[src/verilog/sacs_pkg.sv]
// Constants for the successive-approximation conversion sequencer
package sacs_pkg;
    localparam int          RES_BITS     = 16;                 // Result width in bits
    localparam logic [15:0] CODE_MAX     = 16'h7FFF;           // Over-range code
    localparam logic [15:0] CODE_MIN     = 16'h8000;           // Under-range code
    localparam logic [15:0] CODE_ZERO    = 16'h0000;           // Reset value of result
    localparam logic [3:0]  MSB_INDEX    = 4'hF;               // First bit decided
    localparam int          CLK_HZ       = 25_000_000;         // System clock rate
    localparam int          SETTLE_NS    = 40;                 // Least switch settle time
    localparam int          SETTLE_CYC_I = (SETTLE_NS * CLK_HZ / 1000 + 999_999) / 1_000_000;
    localparam logic [3:0]  SETTLE_CYC   = 4'(SETTLE_CYC_I < 1 ? 1 : SETTLE_CYC_I); // Cycles
    localparam logic [3:0]  CONV_DIV     = 4'h1;               // Conversion clock divide - 1
    typedef enum logic [2:0] {
        ST_ACQ, ST_OPEN_SW, ST_GROUND, ST_DECIDE, ST_DONE
    } sacs_state_type;
endpackage : sacs_pkg

[src/verilog/sacs_sequencer.sv]
// Conversion control logic for a 16-bit successive-approximation converter
`timescale 1ns/100ps
module sacs_sequencer (
    input  wire logic        clk_in,             // 25 MHz clock
    input  wire logic        rst_n_in,           // Synchronous reset, active low
    input  wire logic        convert_start_in,   // Convert pin from host
    input  wire logic        comp_high_in,       // Comparator: input above trial level
    input  wire logic        over_range_in,      // Input above positive full scale
    input  wire logic        under_range_in,     // Input below negative full scale
    output logic             pos_sample_switch_out, // Plus comparator switch closed
    output logic             neg_sample_switch_out, // Minus comparator switch closed
    output logic             array_to_input_out, // Arrays tied to inputs (else ground)
    output logic [15:0]      dac_trial_out,      // Capacitor switch settings, 1 = REF
    output logic             powered_up_out,     // Analog core powered
    output logic             busy_out,           // Conversion in progress
    output logic             result_valid_out,   // One-cycle end-of-conversion pulse
    output logic [15:0]      result_out          // Two's-complement result
);
    sacs_pkg::sacs_state_type state_reg;          // Sequencer state
    logic        cnv_meta_reg;                    // First synchroniser stage
    logic        cnv_sync_reg;                    // Second synchroniser stage
    logic        cnv_prev_reg;                    // Previous synchronised level
    logic        cnv_rise;                        // Rising edge seen
    logic [3:0]  bit_reg;                         // Bit being decided
    logic [3:0]  wait_reg;                        // Settle counter
    logic [3:0]  div_reg;                         // Conversion clock divider
    logic        conv_tick;                       // Conversion clock enable
    logic [15:0] trial_reg;                       // Successive approximation word
    logic        sat_hi_reg;                      // Over-range latched
    logic        sat_lo_reg;                      // Under-range latched

    // Synchronise the convert pin
    always_ff @(posedge clk_in) begin
        if (!rst_n_in) begin
            cnv_meta_reg <= 1'b0;
            cnv_sync_reg <= 1'b0;
            cnv_prev_reg <= 1'b0;
        end else begin
            cnv_meta_reg <= convert_start_in;
            cnv_sync_reg <= cnv_meta_reg;
            cnv_prev_reg <= cnv_sync_reg;
        end
    end

    // Rising edge of the synchronised convert level
    assign cnv_rise = cnv_sync_reg && !cnv_prev_reg;

    // Internal conversion clock, runs only while deciding
    always_ff @(posedge clk_in) begin
        if (!rst_n_in || state_reg != sacs_pkg::ST_DECIDE) begin
            div_reg <= 4'h0;
        end else if (div_reg == sacs_pkg::CONV_DIV) begin
            div_reg <= 4'h0;
        end else begin
            div_reg <= div_reg + 4'h1;
        end
    end
    assign conv_tick = (state_reg == sacs_pkg::ST_DECIDE) && (div_reg == sacs_pkg::CONV_DIV);

    // Sequencer state and bit counter
    always_ff @(posedge clk_in) begin
        if (!rst_n_in) begin
            state_reg <= sacs_pkg::ST_ACQ;
            bit_reg   <= sacs_pkg::MSB_INDEX;
            wait_reg  <= 4'h0;
        end else begin
            unique case (state_reg)
                sacs_pkg::ST_ACQ: begin
                    if (cnv_rise) begin
                        state_reg <= sacs_pkg::ST_OPEN_SW;
                        wait_reg  <= sacs_pkg::SETTLE_CYC;
                    end
                end
                sacs_pkg::ST_OPEN_SW: begin      // Edges ignored from here
                    if (wait_reg == 4'h1) begin
                        state_reg <= sacs_pkg::ST_GROUND;
                        wait_reg  <= sacs_pkg::SETTLE_CYC;
                    end else begin
                        wait_reg <= wait_reg - 4'h1;
                    end
                end
                sacs_pkg::ST_GROUND: begin
                    if (wait_reg == 4'h1) begin
                        state_reg <= sacs_pkg::ST_DECIDE;
                        bit_reg   <= sacs_pkg::MSB_INDEX;
                    end else begin
                        wait_reg <= wait_reg - 4'h1;
                    end
                end
                sacs_pkg::ST_DECIDE: begin
                    if (conv_tick) begin
                        if (bit_reg == 4'h0) begin
                            state_reg <= sacs_pkg::ST_DONE;
                        end else begin
                            bit_reg <= bit_reg - 4'h1;
                        end
                    end
                end
                sacs_pkg::ST_DONE: begin
                    state_reg <= sacs_pkg::ST_ACQ;
                end
                default: begin
                    state_reg <= sacs_pkg::ST_ACQ;
                end
            endcase
        end
    end

    // Trial word: keep or drop the bit under test, then try the next one
    always_ff @(posedge clk_in) begin
        if (!rst_n_in) begin
            trial_reg <= 16'h0000;
        end else if (state_reg == sacs_pkg::ST_GROUND && wait_reg == 4'h1) begin
            trial_reg <= 16'h8000;               // Half-reference step first
        end else if (conv_tick) begin
            trial_reg[bit_reg] <= comp_high_in;
            if (bit_reg != 4'h0) begin
                trial_reg[bit_reg - 4'h1] <= 1'b1;
            end
        end
    end

    // Range detectors latched while the sample is held
    always_ff @(posedge clk_in) begin
        if (!rst_n_in) begin
            sat_hi_reg <= 1'b0;
            sat_lo_reg <= 1'b0;
        end else if (state_reg == sacs_pkg::ST_GROUND && wait_reg == 4'h1) begin
            sat_hi_reg <= over_range_in;
            sat_lo_reg <= under_range_in;
        end
    end

    // Analog switch and power outputs
    always_ff @(posedge clk_in) begin
        if (!rst_n_in) begin
            pos_sample_switch_out <= 1'b1;
            neg_sample_switch_out <= 1'b1;
            array_to_input_out    <= 1'b1;
            powered_up_out        <= 1'b0;
            dac_trial_out         <= 16'h0000;
            busy_out              <= 1'b0;
        end else begin
            pos_sample_switch_out <= (state_reg == sacs_pkg::ST_ACQ) && !cnv_rise;
            neg_sample_switch_out <= (state_reg == sacs_pkg::ST_ACQ) && !cnv_rise;
            array_to_input_out    <= (state_reg == sacs_pkg::ST_ACQ)
                                     || (state_reg == sacs_pkg::ST_OPEN_SW);
            powered_up_out        <= (state_reg != sacs_pkg::ST_ACQ)
                                     && (state_reg != sacs_pkg::ST_DONE);
            dac_trial_out         <= trial_reg;
            busy_out              <= (state_reg != sacs_pkg::ST_ACQ)
                                     && (state_reg != sacs_pkg::ST_DONE);
        end
    end

    // Output code: MSB inverted gives two's complement, range clamps win
    always_ff @(posedge clk_in) begin
        if (!rst_n_in) begin
            result_out       <= sacs_pkg::CODE_ZERO;
            result_valid_out <= 1'b0;
        end else begin
            result_valid_out <= (state_reg == sacs_pkg::ST_DONE);
            if (state_reg == sacs_pkg::ST_DONE) begin
                if (sat_hi_reg) begin
                    result_out <= sacs_pkg::CODE_MAX;
                end else if (sat_lo_reg) begin
                    result_out <= sacs_pkg::CODE_MIN;
                end else begin
                    result_out <= {~trial_reg[15], trial_reg[14:0]};
                end
            end
        end
    end
endmodule : sacs_sequencer

[config.mk]
export PLATFORM = sky130hd
export DESIGN_NAME = sacs_sequencer
export DESIGN_NICKNAME = d
export VERILOG_FILES = /design/src/verilog/sacs_pkg.sv /design/src/verilog/sacs_sequencer.sv
export SDC_FILE = /design/constraint.sdc
export NUM_CORES = 1
export LEC_CHECK = 0
export BUFFER_PORTS_ARGS = -buffer_cell sky130_fd_sc_hd__buf_2
export CAP_MARGIN = 20
export CORE_MARGIN = 2
export CORE_UTILIZATION = 51
export DETAILED_ROUTE_END_ITERATION = 12
export GPL_TIMING_DRIVEN = 0
export PLACE_DENSITY = 0.78
export SLEW_MARGIN = 20
export SYNTH_ARGS = -nofsm -noshare
export SYNTH_HDL_FRONTEND = slang
export SYNTH_SLANG_ARGS = --single-unit
[constraint.sdc]
create_clock -name clk_in -period 1.85 [get_ports clk_in]
set_input_delay 0.0925 -clock clk_in [delete_from_list [all_inputs] [get_ports clk_in]]
set_output_delay 0.0925 -clock clk_in [all_outputs]
set_load 0.02 [all_outputs]
After elaboration in Yosys (flattened, before gate mapping)
Cells that the tools add are included.
{"block": "classes", "n_reduce_logical": 24, "n_bitwise": 3, "n_addsub": 3, "mux": 24, "magnitude_cmp": 4, "n_eq_ne": 15}
{"op": "16-bit two-way mux", "n": 5}
{"op": "4-bit two-way mux", "n": 6}
{"op": "16-bit bitwise mux", "n": 1}
{"op": "16-bit bitwise OR", "n": 1}
{"op": "3-bit two-way mux", "n": 5}
{"op": "2-bit != test (second input constant)", "n": 6}
{"op": "3-bit case mux with 4 select lines", "n": 1}
{"op": "4-bit case mux with 3 select lines", "n": 1}
{"op": "4-bit by 5-bit < comparator with 1-bit output (second input constant)", "n": 2}
{"op": "1-bit demux with 4-bit select", "n": 2}
{"op": "4-bit by 1-bit equality test with 1-bit output (second input constant)", "n": 2}
{"op": "4-bit by 1-bit greater-or-equal comparator with 1-bit output (second input constant)", "n": 2}
{"op": "4-bit case mux with 2 select lines", "n": 1}
{"op": "4-bit by 1-bit subtractor with 4-bit output (second input constant)", "n": 2}
{"op": "1-bit logical AND", "n": 7}
{"op": "3-bit by 2-bit equality test with 1-bit output (second input constant)", "n": 2}
{"op": "3-bit nonzero test", "n": 2}
{"op": "5-bit AND reduction", "n": 1}
{"op": "4-bit by 1-bit adder with 4-bit output (second input constant)", "n": 1}
{"op": "4-bit zero test", "n": 1}
{"op": "4-bit AND reduction", "n": 1}
{"op": "2-bit nonzero test", "n": 2}
{"op": "4-bit nonzero test", "n": 1}
{"op": "2-bit OR reduction", "n": 2}
{"op": "other kinds (11)", "n": 16}
{"block": "word_totals", "regBits": 72, "inputBits": 6, "elab_cells": 90, "out_inout_bits": 38}

Logic depth before layout (Yosys ltp)
Gate-level depths: netlist of the first run.
{"block": "logic_depth", "word_depth": 9, "mapped_depth": 8}

Worst setup path before layout of the first run
Ideal clock, no wire load.
{"block": "synth_path", "kind": "flip-flop to flip-flop", "start": "register bit_reg[0]", "end": "register trial_reg[7]", "arrival_ps": 1811, "t_required_ps": 1780, "stages_incl_launch_ff": 9, "period_less_slack_ps": 1880, "path_slack_ps": -30, "setup_time_ps": 70, "cell_sequence": "dfxtp_1 -> inv_1 -> ha_1 -> clkbuf_1 -> or3b_2 -> o31a_1 -> nor2_1 -> nand2_1 -> a21oi_1"}
{"block": "synth_via", "elab_chain_len": 7, "word_cells_on_any_way": 15, "cone_classes": "add/sub (1); order compare (4); mux (6); bitwise (1); reduce/logical (3)"}
{"element": "start: declaration", "line": "sacs_sequencer.sv:24", "text": "logic [3:0] bit_reg;"}
{"element": "start signal: assignment", "line": "sacs_sequencer.sv:64", "text": "bit_reg <= sacs_pkg::MSB_INDEX;"}
{"element": "start signal: assignment", "line": "sacs_sequencer.sv:85", "text": "bit_reg <= sacs_pkg::MSB_INDEX;"}
{"element": "start signal: assignment", "line": "sacs_sequencer.sv:95", "text": "bit_reg <= bit_reg - 4'h1;"}
{"element": "4-bit by 1-bit subtractor with 4-bit output (tied with other cells)", "line": "sacs_sequencer.sv:118", "text": "trial_reg[bit_reg - 4'h1] <= 1'b1;"}
{"element": "4-bit by 5-bit < comparator with 1-bit output (implied by the code) (tied with other cells)", "line": "sacs_sequencer.sv:118"}
{"element": "1-bit logical AND (implied by the code) or 1-bit two-way mux (tied branches)", "line": "sacs_sequencer.sv:118, sacs_sequencer.sv:116"}
{"element": "1-bit two-way mux (implied by the code) or 1-bit demux with 4-bit select (tied branches)", "line": "sacs_sequencer.sv:118, sacs_sequencer.sv:116"}
{"element": "1-bit demux with 4-bit select or 16-bit bitwise mux (tied branches)", "line": "sacs_sequencer.sv:118, sacs_sequencer.sv:116"}
{"element": "16-bit bitwise OR (no line)"}
{"element": "16-bit two-way mux *", "line": "sacs_sequencer.sv:117", "text": "if (bit_reg != 4'h0) begin"}
{"element": "end signal: indexed assignment", "line": "sacs_sequencer.sv:116", "text": "trial_reg[bit_reg] <= comp_high_in;"}
{"element": "end: declaration", "line": "sacs_sequencer.sv:28", "text": "logic [15:0] trial_reg;"}
Mark *: on every way between the ends. The rest lies on a longest branch, timed or not.
A chain may end at the register's enable or synchronous reset.

Worst setup path after layout of the first run
{"block": "layout_path", "start": "register div_reg[1]", "end": "register trial_reg[6]"}
{"block": "layout_via", "elab_chain_len": 2}
{"element": "start: declaration", "line": "sacs_sequencer.sv:26", "text": "logic [3:0] div_reg;"}
{"element": "start signal: assignment", "line": "sacs_sequencer.sv:55", "text": "div_reg <= div_reg + 4'h1;"}
{"element": "4-bit by 1-bit equality test with 1-bit output", "line": "sacs_sequencer.sv:58", "text": "assign conv_tick = (state_reg == sacs_pkg::ST_DECIDE) && (div_reg == sacs_pkg::CONV_DIV);"}
{"element": "1-bit logical AND", "line": "sacs_sequencer.sv:58"}
No other way between the ends.

==> flow_summary.toml, run 1 <==
[clocking]
clk_latency_ns = 0.36
path_clk_slew_ns = 0.07
cts_max_level = 3
cts_root_buf = "clkbuf_8"
cts.path.max_buffers = 2
tritoncts.num_buffers = 9
cts.sinks = 72
cts_tree = "built"

[synth]
netlist_area_sq_mm = 0.00319
yosysUniqueCellTypes = 50
yosys.area.top_type_share = 0.452
seq_area_frac_synth = 0.452
avgSynthCellArea_sq_um = 9.15
synth_edf_count = 0
synthFlopType = "dfxtp_1"
synthTopCellsByArea = "dfxtp_1 45%, mux2i_1 5.6%, a21oi_1 5.2%, o211a_1 5.0%, nand2_1 4.8%"
synth_warnings = 0
synth.largest_area_cell = "dfxtp_1"
syn_nets = 364
syn_inst = 349
ys_ff_latch = 72
ys_async_sr_fraction = 0

[pwr]
seqPwrFrac = 0.507
p_leak_uw = 0.00185
p_int_uw = 2400
ir_drop_mv = 0.524
p_clk_frac = 0.439
p_per_area_mw_per_mm2 = 790
switching_share = 0.228
combPwrFrac = 0.054
switchingPower_uw = 709

[final_layout]
final_core_util = 0.656
area_growth_pct = 23.1
num-nets-final = 426
n_antenna_cell = 0
fillers = 482
drive_above_1_share = 0.264

[die]
die_area_sq_mm = 0.00691
pin_count = 44
core-area_sq_mm = 0.00599
rows = 28
initial_core_util = 0.533
die_h_um = 83.1
die_w_um = 83.1

[critical_path]
critPathMaxStageDelay_ns = 0.43
cp_slowest_cell = "or3b_4"
cp-startpoint = "div_reg[1]"
cp_num_buf_inv = 2
r2r_cells = 8
r2r-end = "trial_reg[6]"
r2r_setup_slack_ns = 0.01
crit_path_start_kind = "register"
end_kind = "register"
critical_path.cell_chain = "inv_1 -> ha_1 -> or3b_4 -> nor2_4 -> buf_6 -> nand3_1 -> mux2i_1 -> a21oi_2"
critPathTopFamily = "simple AND/OR/NAND/NOR gates"
arrival_ns = 2.08
cp_max_fo = 10
crit_type = "reg -> reg"
timing.rr.start = "div_reg[1]"
worstSetupEndpoint = "trial_reg[6]"
path_depth = 8
worstPathRequired_ns = 2.09

[route]
firstDrtPassIters = 7
routedWlPerCell_um = 15.0
postRouteAntennaNets = 0
drc = 0
drt_iter0_markers = 174
vias = 2709
via_per_inst = 5.52
routed_wl_um = 7380

[timing]
rsz0062_at_grt = "true"
fin_skew_ns = 0.0138
finalSetupViolCount = 0
max_slew_margin = 0.550
setup_ws_ns = 0.0104
finalCritPeriodShare = 0.994
slew_violations = 0
fmax_ghz = 0.544
hold_violations = 0
worst_hold_slack_ns = 0.0127
timing.setup.tns_ns = 0
final.min_clock_period_ns = 1.84
worst_slew_pin_slew_ns = 0.675

[placed_design]
place_hpwl_um = 5030
dpl_worst_slack_ns = -0.252
io_buffers = 42
gp_congestion = 0.898

[status]
status = "finished, final reports clean"

[grt]
grt_usage = 0.219
globalRouteOverflowTotal = 0
antenna_found_initial = 0
grt_pass1_wl_um = 12200
grt_pass1_vias = 2536
grt_max_degree = 14

[worst_hold_path]
min_path_type = "in -> reg"

[flow_run]
max_cap_viol_count = 0
## per-layer routing
metal  up-vias  share of wire  track usage
li1       1330              -            -
met1      1282           0.46        0.295
met2        82           0.47        0.339
met3        15          0.052       0.0427
met4         0          0.023        0.104
met5         -              0            0
## cell usage after synthesis (2+ instances only)
cell type / count
o31ai_1: 2
or3b_4: 2
clkbuf_1: 17
nand2b_1: 6
and3_1: 4
and2_1: 22
nor2_1: 14
or3b_2: 2
o211a_1: 16
o21ai_0: 3
nor3b_1: 3
nand2_1: 41
nand3_1: 19
buf_4: 3
and3b_1: 2
ha_1: 9
nor3_1: 6
xnor2_1: 3
a21oi_1: 33
buf_6: 2
mux2i_1: 18
dfxtp_1: 72
nor2b_1: 10
o22ai_1: 2
o31a_1: 2
inv_1: 7
o21a_1: 2
buf_2: 5
## power groups by stage
| stage | clock network [uW] | logic, uW | registers, uW |
|---|---|---|---|
| finish | 1360 | 166 | 1570 |
| global route | 1470 | 181 | 1580 |
| CTS | 1380 | 150 | 1580 |
| detailed placement | 0 | 137 | 1610 |
| global placement | 0 | 133 | 1610 |
| floorplan | 0 | 96.0 | 1610 |
## logic make-up after synthesis
kind of cell / count (synthesis) / share of synthesized area
buffers and inverters: 34 / 0.0502
adders and majority gates: 9 / 0.0353
DFF: 72 / 0.452
AOI/OAI and AO/OA: 75 / 0.170
and+or+nand+nor: 137 / 0.225
muxes: 18 / 0.0564
xor gates and xnor gates: 4 / 0.0110
## how the worst min path moves through the flow
stage,start,end,cells past startpoint
final,over_range_in,sat_hi_reg,3
after global routing,over_range_in,sat_hi_reg,3
after CTS,over_range_in,sat_hi_reg,3
after detailed placement,convert_start_in,cnv_meta_reg,2
after global placement,convert_start_in,cnv_meta_reg,2
after floorplan,convert_start_in,cnv_meta_reg,1
## metrics by stage
| stage | instances | area [sq um] | total power (uW) |
|---|---|---|---|
| 2_1_floorplan | 349 | 3190 | 1710 |
| 3_3_place_gp | 466 | 3500 | 1740 |
| 3_5_place_dp | 466 | 3500 | 1750 |
| 4_1_cts | 485 | 3770 | 3100 |
| 5_1_grt | 491 | 3930 | 3230 |
| 6_report | 491 | 3930 | 3110 |
## cells in the final DEF, fill, tap and decap left out, types with 5 or more instances in the layout
| cell type | netlist | final |
|---|---|---|
| a21oi_1 | 33 | 28 |
| a21oi_2 | 1 | 6 |
| and2_1 | 22 | 22 |
| buf_2 | 5 | 47 |
| buf_4 | 3 | 11 |
| clkbuf_1 | 17 | 15 |
| clkbuf_8 | 0 | 9 |
| dfxtp_1 | 72 | 67 |
| ha_1 | 9 | 6 |
| inv_1 | 7 | 6 |
| mux2i_1 | 18 | 18 |
| nand2_1 | 41 | 41 |
| nand2b_1 | 6 | 6 |
| nand3_1 | 19 | 18 |
| nor2_1 | 14 | 12 |
| nor2b_1 | 10 | 10 |
| nor3_1 | 6 | 5 |
| o211a_1 | 16 | 16 |
## timing repair
item | in CTS | in global routing
buffers inserted | 1 | 8
pin swaps | 0 | 4
endpoints found under the hold margin | 2 | 0
hold buffers | 2 | 0
resized for setup | 9 | 27
cloned | 1 | 0
endpoints found under the setup margin | 15 | 33
## layout make-up
cell class	count	area, sq um	area share
tap	75	93.8	0.0239
clock inverter	6	91.3	0.0232
timing repair buffer	54	309	0.0787
buffer	24	120	0.0306
inverter	7	26.3	0.00669
sequential	72	1450	0.370
multi-input combinational	243	1710	0.435
clock buffer	10	128	0.0325
## worst register-to-register path, stage by stage, from the launching register on
cell and delay [ns]:
dfxtp_1 0.33, inv_1 0.06, ha_1 0.15, or3b_4 0.44
nor2_4 0.18, buf_6 0.16, nand3_1 0.11, mux2i_1 0.24
a21oi_2 0.07
(Power assumes the default switching activity.)
==> run 2, diff against run 1 <==
GPL_TIMING_DRIVEN = unset   (was 0)
==> run 2 against run 1 <==
- critical path depth shrank 1
- setup slack gained 0.045 ns
- combinational power shrank 18%
- global-route usage shrank 2.0 points
- core utilization shrank 2.6 points
- first-iteration DRC count shrank 7.5%
- design area shrank 4.0%
- highest routed layer unchanged
==> flow_summary.toml, run 2 (same netlist as run 1, synthesis figures left out) <==
[critical_path]
end_kind = "register"
arrival_ns = 2.07
cp-startpoint = "wait_reg[1]"
timing.rr.start = "wait_reg[1]"
r2r_cells = 7
r2r_setup_slack_ns = 0.06
r2r-end = "bit_reg[3]"
crit_path_start_kind = "register"
worstPathRequired_ns = 2.12
worstSetupEndpoint = "bit_reg[3]"
crit_type = "reg -> reg"
cp_max_fo = 5

[clocking]
cts.sinks = 72
clk_latency_ns = 0.35
path_clk_slew_ns = 0.08
tritoncts.num_buffers = 9
cts.path.max_buffers = 2
cts_root_buf = "clkbuf_8"
cts_tree = "built"
cts_max_level = 3

[placed_design]
io_buffers = 43
place_hpwl_um = 4590
dpl.cell_count = 455
gp_congestion = 0.920

[route]
routedWlPerCell_um = 14.0
firstDrtPassIters = 4
met1_length_um = 3130
routed_wl_um = 6600
wl_met3_um = 274
drt_iter0_markers = 161
via_per_inst = 5.44
wl_met2_um = 3090
vias = 2567
drc = 0
topRoutingLayerUsed = "met4"
postRouteAntennaNets = 0

[die]
pin_count = 44
die_h_um = 83.1
core-area_sq_mm = 0.00599
die_area_sq_mm = 0.00691
initial_core_util = 0.533
rows = 28
die_w_um = 83.1

[worst_hold_path]
min_path_type = "in -> reg"

[final_layout]
n_antenna_cell = 0
layout_commonest_cell = "dfxtp_1"
fillers = 509
area_growth_pct = 18.1
final_core_util = 0.629
fin_cells = 472
layout_common_cells = "70 x dfxtp_1, 43 x buf_2, 41 x nand2_1, 33 x a21oi_1, 22 x and2_1"
num-nets-final = 408
drive_above_1_share = 0.224

[grt]
grt_pass1_wl_um = 11400
antenna_found_initial = 0
grt_max_degree = 34
grt_pass1_vias = 2481
globalRouteOverflowTotal = 0
grt_usage = 0.199

[pwr]
ir_drop_mv = 0.549
p_leak_uw = 0.00180
p_per_area_mw_per_mm2 = 804

[timing]
finalSetupViolCount = 0
rsz0062_at_grt = "true"
fin_skew_ns = 0.00755
final.min_clock_period_ns = 1.79
max_slew_margin = 0.603
fmax_ghz = 0.557
worst_slew_pin_slew_ns = 0.595
slew_violations = 0
hold_violations = 0
finalCritPeriodShare = 0.970

[status]
status = "finished, final reports clean"

[flow_run]
max_cap_viol_count = 0
## run 2: cell count changes in the layout (fill, tap and decap cells not counted), sizes merged
cell and delta:
inv -1, clkinv +2, clkbuf -16, buf -3, clkinvlp -1
## run 2: per-stage QoR
stage / hold slack (ns) / cell area, sq um / power, uW / setup slack, ns / setup TNS, ns
2_1_floorplan: 0.220 / 3190 / 1710 / 0.0150 / 0
3_3_place_gp: 0.302 / 3490 / 1740 / 0.0517 / 0
3_5_place_dp: 0.302 / 3490 / 1740 / -0.0109 / -0.0307
4_1_cts: 0.00357 / 3740 / 3060 / 0.00140 / 0
5_1_grt: 0.0341 / 3770 / 3140 / -0.0166 / -0.0183
6_report: 0.0103 / 3770 / 3030 / 0.0559 / 0
## run 2: cell type report
| cell class | instances | area, sq um | share of cell area |
|---|---|---|---|
| multi-input combinational | 243 | 1640 | 0.434 |
| sequential | 72 | 1440 | 0.383 |
| timing repair buffer | 60 | 360 | 0.0956 |
| clock buffer | 9 | 124 | 0.0328 |
| tap | 75 | 93.8 | 0.0249 |
| clock inverter | 6 | 85.1 | 0.0226 |
| inverter | 7 | 26.3 | 0.00697 |
## run 2: where the power goes
group	internal, uW	switching [uW]
logic	56.8	79.1
registers	1560	11.2
clock network	746	576
## run 2: critical path, cell delays in order (launching register included)
cell	delay (ns)
dfxtp_1	0.31
inv_1	0.09
ha_1	0.17
or3b_4	0.42
o32ai_4	0.26
a21boi_4	0.25
a21oi_2	0.07
a41oi_2	0.14
## run 2: worst min path at each step
stage | start | end | slack [ns] | depth (start not counted)
2_1_floorplan | convert_start_in | cnv_meta_reg | 0.22 | 1
3_3_place_gp | convert_start_in | cnv_meta_reg | 0.30 | 2
3_5_place_dp | convert_start_in | cnv_meta_reg | 0.30 | 2
4_1_cts | over_range_in | sat_hi_reg | 0.004 | 3
5_1_grt | over_range_in | sat_hi_reg | 0.03 | 3
6_report | over_range_in | sat_hi_reg | 0.01 | 3
## run 2: timing repair
item,4_1_cts,5_1_grt
gates resized for setup,3,6
setup buffers,0,0
endpoints found under the hold margin,2,0
hold buffers,2,0
pin swaps,0,3
endpoints found under the setup margin,7,21
## run 2: per-layer routing
metal / GRT usage / vias up
met4: 0.0760 / 0
met5: 0 / -
li1: - / 1291
met2: 0.327 / 50
met1: 0.251 / 1216
met3: 0.0527 / 10
==> run 3, diff against run 2 <==
ABC_AREA = 1   (was unset)
==> run 3 against run 2 <==
- maximum frequency increased by 6.8%
- via count up 15%
- critical path depth grew 2
- core utilization is 2.6 points lower
- wire length is 8.1% higher
- critical path type unchanged
- setup slack better by 0.11 ns
- synthesized area increased by 0.98%
- total power decreased by 7.5%
- global-route usage up 1.1 points
- sequential power hardly changed
- synthesized cell count rose by 27%
- final cell count grew 19%
==> flow_summary.toml, run 3 <==
[pwr]
p_leak_uw = 0.00183
ir_drop_mv = 0.463
p_per_area_mw_per_mm2 = 771
p_total_uw = 2810

[synth]
synth.largest_area_cell = "dfxtp_1"
syn_nets = 459
synth_edf_count = 0
seq_area_frac_synth = 0.447
synthFlopType = "dfxtp_1"
syn_inst = 444
ys_async_sr_fraction = 0
synthTopCellsByArea = "dfxtp_1 45%, nand2_1 12%, a21oi_1 6.8%, nor2_1 5.6%, inv_1 5.5%"
yosys.area.top_type_share = 0.447
ys_ff_latch = 72
netlist_area_sq_mm = 0.00322
ys_top_cells_by_count = "104 x nand2_1, 72 x dfxtp_1, 48 x nor2_1"
yosysUniqueCellTypes = 26
synth_most_common_cell = "nand2_1"
avgSynthCellArea_sq_um = 7.26
synth_warnings = 0

[clocking]
clk_latency_ns = 0.35
cts_tree = "built"
cts.path.max_buffers = 2
cts_max_level = 3
tritoncts.num_buffers = 9
path_clk_slew_ns = 0.07
cts_root_buf = "clkbuf_8"
post_cts_buffers = 0
cts.sinks = 72

[critical_path]
crit_path_start_kind = "register"
crit_type = "reg -> reg"
worstPathRequired_ns = 2.09
cp_max_fo = 7
end_kind = "register"
arrival_ns = 1.92

[die]
core-area_sq_mm = 0.00603
die_area_sq_mm = 0.00697
die_w_um = 83.5
die_h_um = 83.5
pin_count = 44
rows = 28
initial_core_util = 0.535

[placed_design]
dpl_worst_slack_ns = 0.133
place_hpwl_um = 5010
gp_congestion = 0.941
io_buffers = 43

[grt]
globalRouteOverflowTotal = 0
grt_usage = 0.210
grt_pass1_wl_um = 12000
grt_max_degree = 45
antenna_found_initial = 0
grt_pass1_vias = 2602

[route]
drt_iter0_markers = 198
routedWlPerCell_um = 12.7
postRouteAntennaNets = 0
drc = 0
vias = 2952
via_per_inst = 5.24
firstDrtPassIters = 4
routed_wl_um = 7130

[final_layout]
num-nets-final = 498
area_growth_pct = 12.9
layout_common_cells = "103 x nand2_1, 72 x dfxtp_1, 47 x nor2_1, 46 x inv_1, 44 x a21oi_1"
fillers = 556
drive_above_1_share = 0.176
layout_commonest_cell = "nand2_1"
n_antenna_cell = 0

[timing]
hold_violations = 0
timing.setup.tns_ns = 0
finalCritPeriodShare = 0.908
worst_slew_pin_slew_ns = 0.552
setup_ws_ns = 0.170
fin_skew_ns = 0.00649
final.min_clock_period_ns = 1.68
rsz0062_at_grt = "false"
finalSetupViolCount = 0
max_slew_margin = 0.631
fmax_ghz = 0.595
slew_violations = 0

[flow_run]
max_cap_viol_count = 0

[worst_hold_path]
min_path_type = "in -> reg"

[status]
status = "finished, final reports clean"
run 3: cell types whose count changed in the layout (fill, tap and decap cells not counted), moves of 6 or more:
cell      before  now
a21oi_1       33   44
and2_1        22    0
buf_4         14    3
inv_1          7   46
mux2i_1       18    0
nand2_1       41  103
nand2_2        0    6
nand2b_1       6    0
nand3_1       19   34
nand4_1        1   10
nor2_1        12   47
nor2b_1       10    0
o211a_1       16    0
o21ai_0        3   27
run 3: what timing repair did:
item / in CTS / in global routing
endpoints found under the hold margin: 1 / 0
endpoints found under the setup margin: 0 / 7
hold buffers: 1 / 0
gates resized for setup: 0 / 3
run 3: final cells by class:
cell class                      count  area, sq um  area share
Multi-Input combinational cell    301         1490       0.410
Clock buffer                        9          124      0.0340
Timing Repair Buffer               47          248      0.0681
Inverter                           52          195      0.0536
Clock inverter                      7         46.3      0.0127
Tap cell                           75         93.8      0.0258
Sequential cell                    72         1440       0.396
run 3: cell families after synthesis:
kind of cell | Yosys count | share of synthesized area
and+or+nand+nor | 215 | 0.299
AOI/OAI and AO/OA | 72 | 0.113
buffers and inverters | 72 | 0.0955
DFF | 72 | 0.447
adders and majority gates | 9 | 0.0349
xor gates and xnor gates | 4 | 0.0109
run 3: path summary, 6_finish.rpt:
| kind | from | depth (start not counted) | slack (ns) | endpoint |
|---|---|---|---|---|
| setup / recovery | bit_reg[0] | 9 | 0.17 | bit_reg[0] |
| hold / removal | under_range_in | 3 | 0.05 | sat_lo_reg |
| setup reg to reg | bit_reg[0] | 9 | 0.17 | bit_reg[0] |
| hold reg to reg | cnv_meta_reg | 2 | 0.42 | cnv_sync_reg |
run 3: stage by stage:
| stage | hold slack [ns] | instances | utilization | cell area, sq um |
|---|---|---|---|---|
| 2_1_floorplan | 0.190 | 444 | - | 3220 |
| 3_3_place_gp | 0.281 | 545 | 0.571 | 3440 |
| 3_5_place_dp | 0.301 | 545 | 0.571 | 3440 |
| 4_1_cts | 0.0389 | 562 | 0.601 | 3620 |
| 5_1_grt | 0.0591 | 563 | 0.604 | 3640 |
| 6_report | 0.0456 | 563 | 0.604 | 3640 |
run 3: routing by layer:
layer	track usage	up-vias	share of wire
li1	-	1496	-
met1	0.284	1349	0.47
met2	0.324	90	0.45
met3	0.0435	17	0.058
met4	0.0938	0	0.024
met5	0	-	0
run 3: power by group:
part           switching [uW]  internal (uW)  total, uW
clock network             599            482       1080
logic                    97.7           44.4        142
registers                16.5           1570       1580
run 3: critical path, stage by stage (launching register included):
cell	delay, ns
dfxtp_1	0.34
inv_1	0.19
ha_1	0.33
nand2_1	0.18
nand2_1	0.13
nand2_1	0.07
nand2_2	0.11
inv_2	0.06
o21ai_0	0.07
nand2_1	0.08
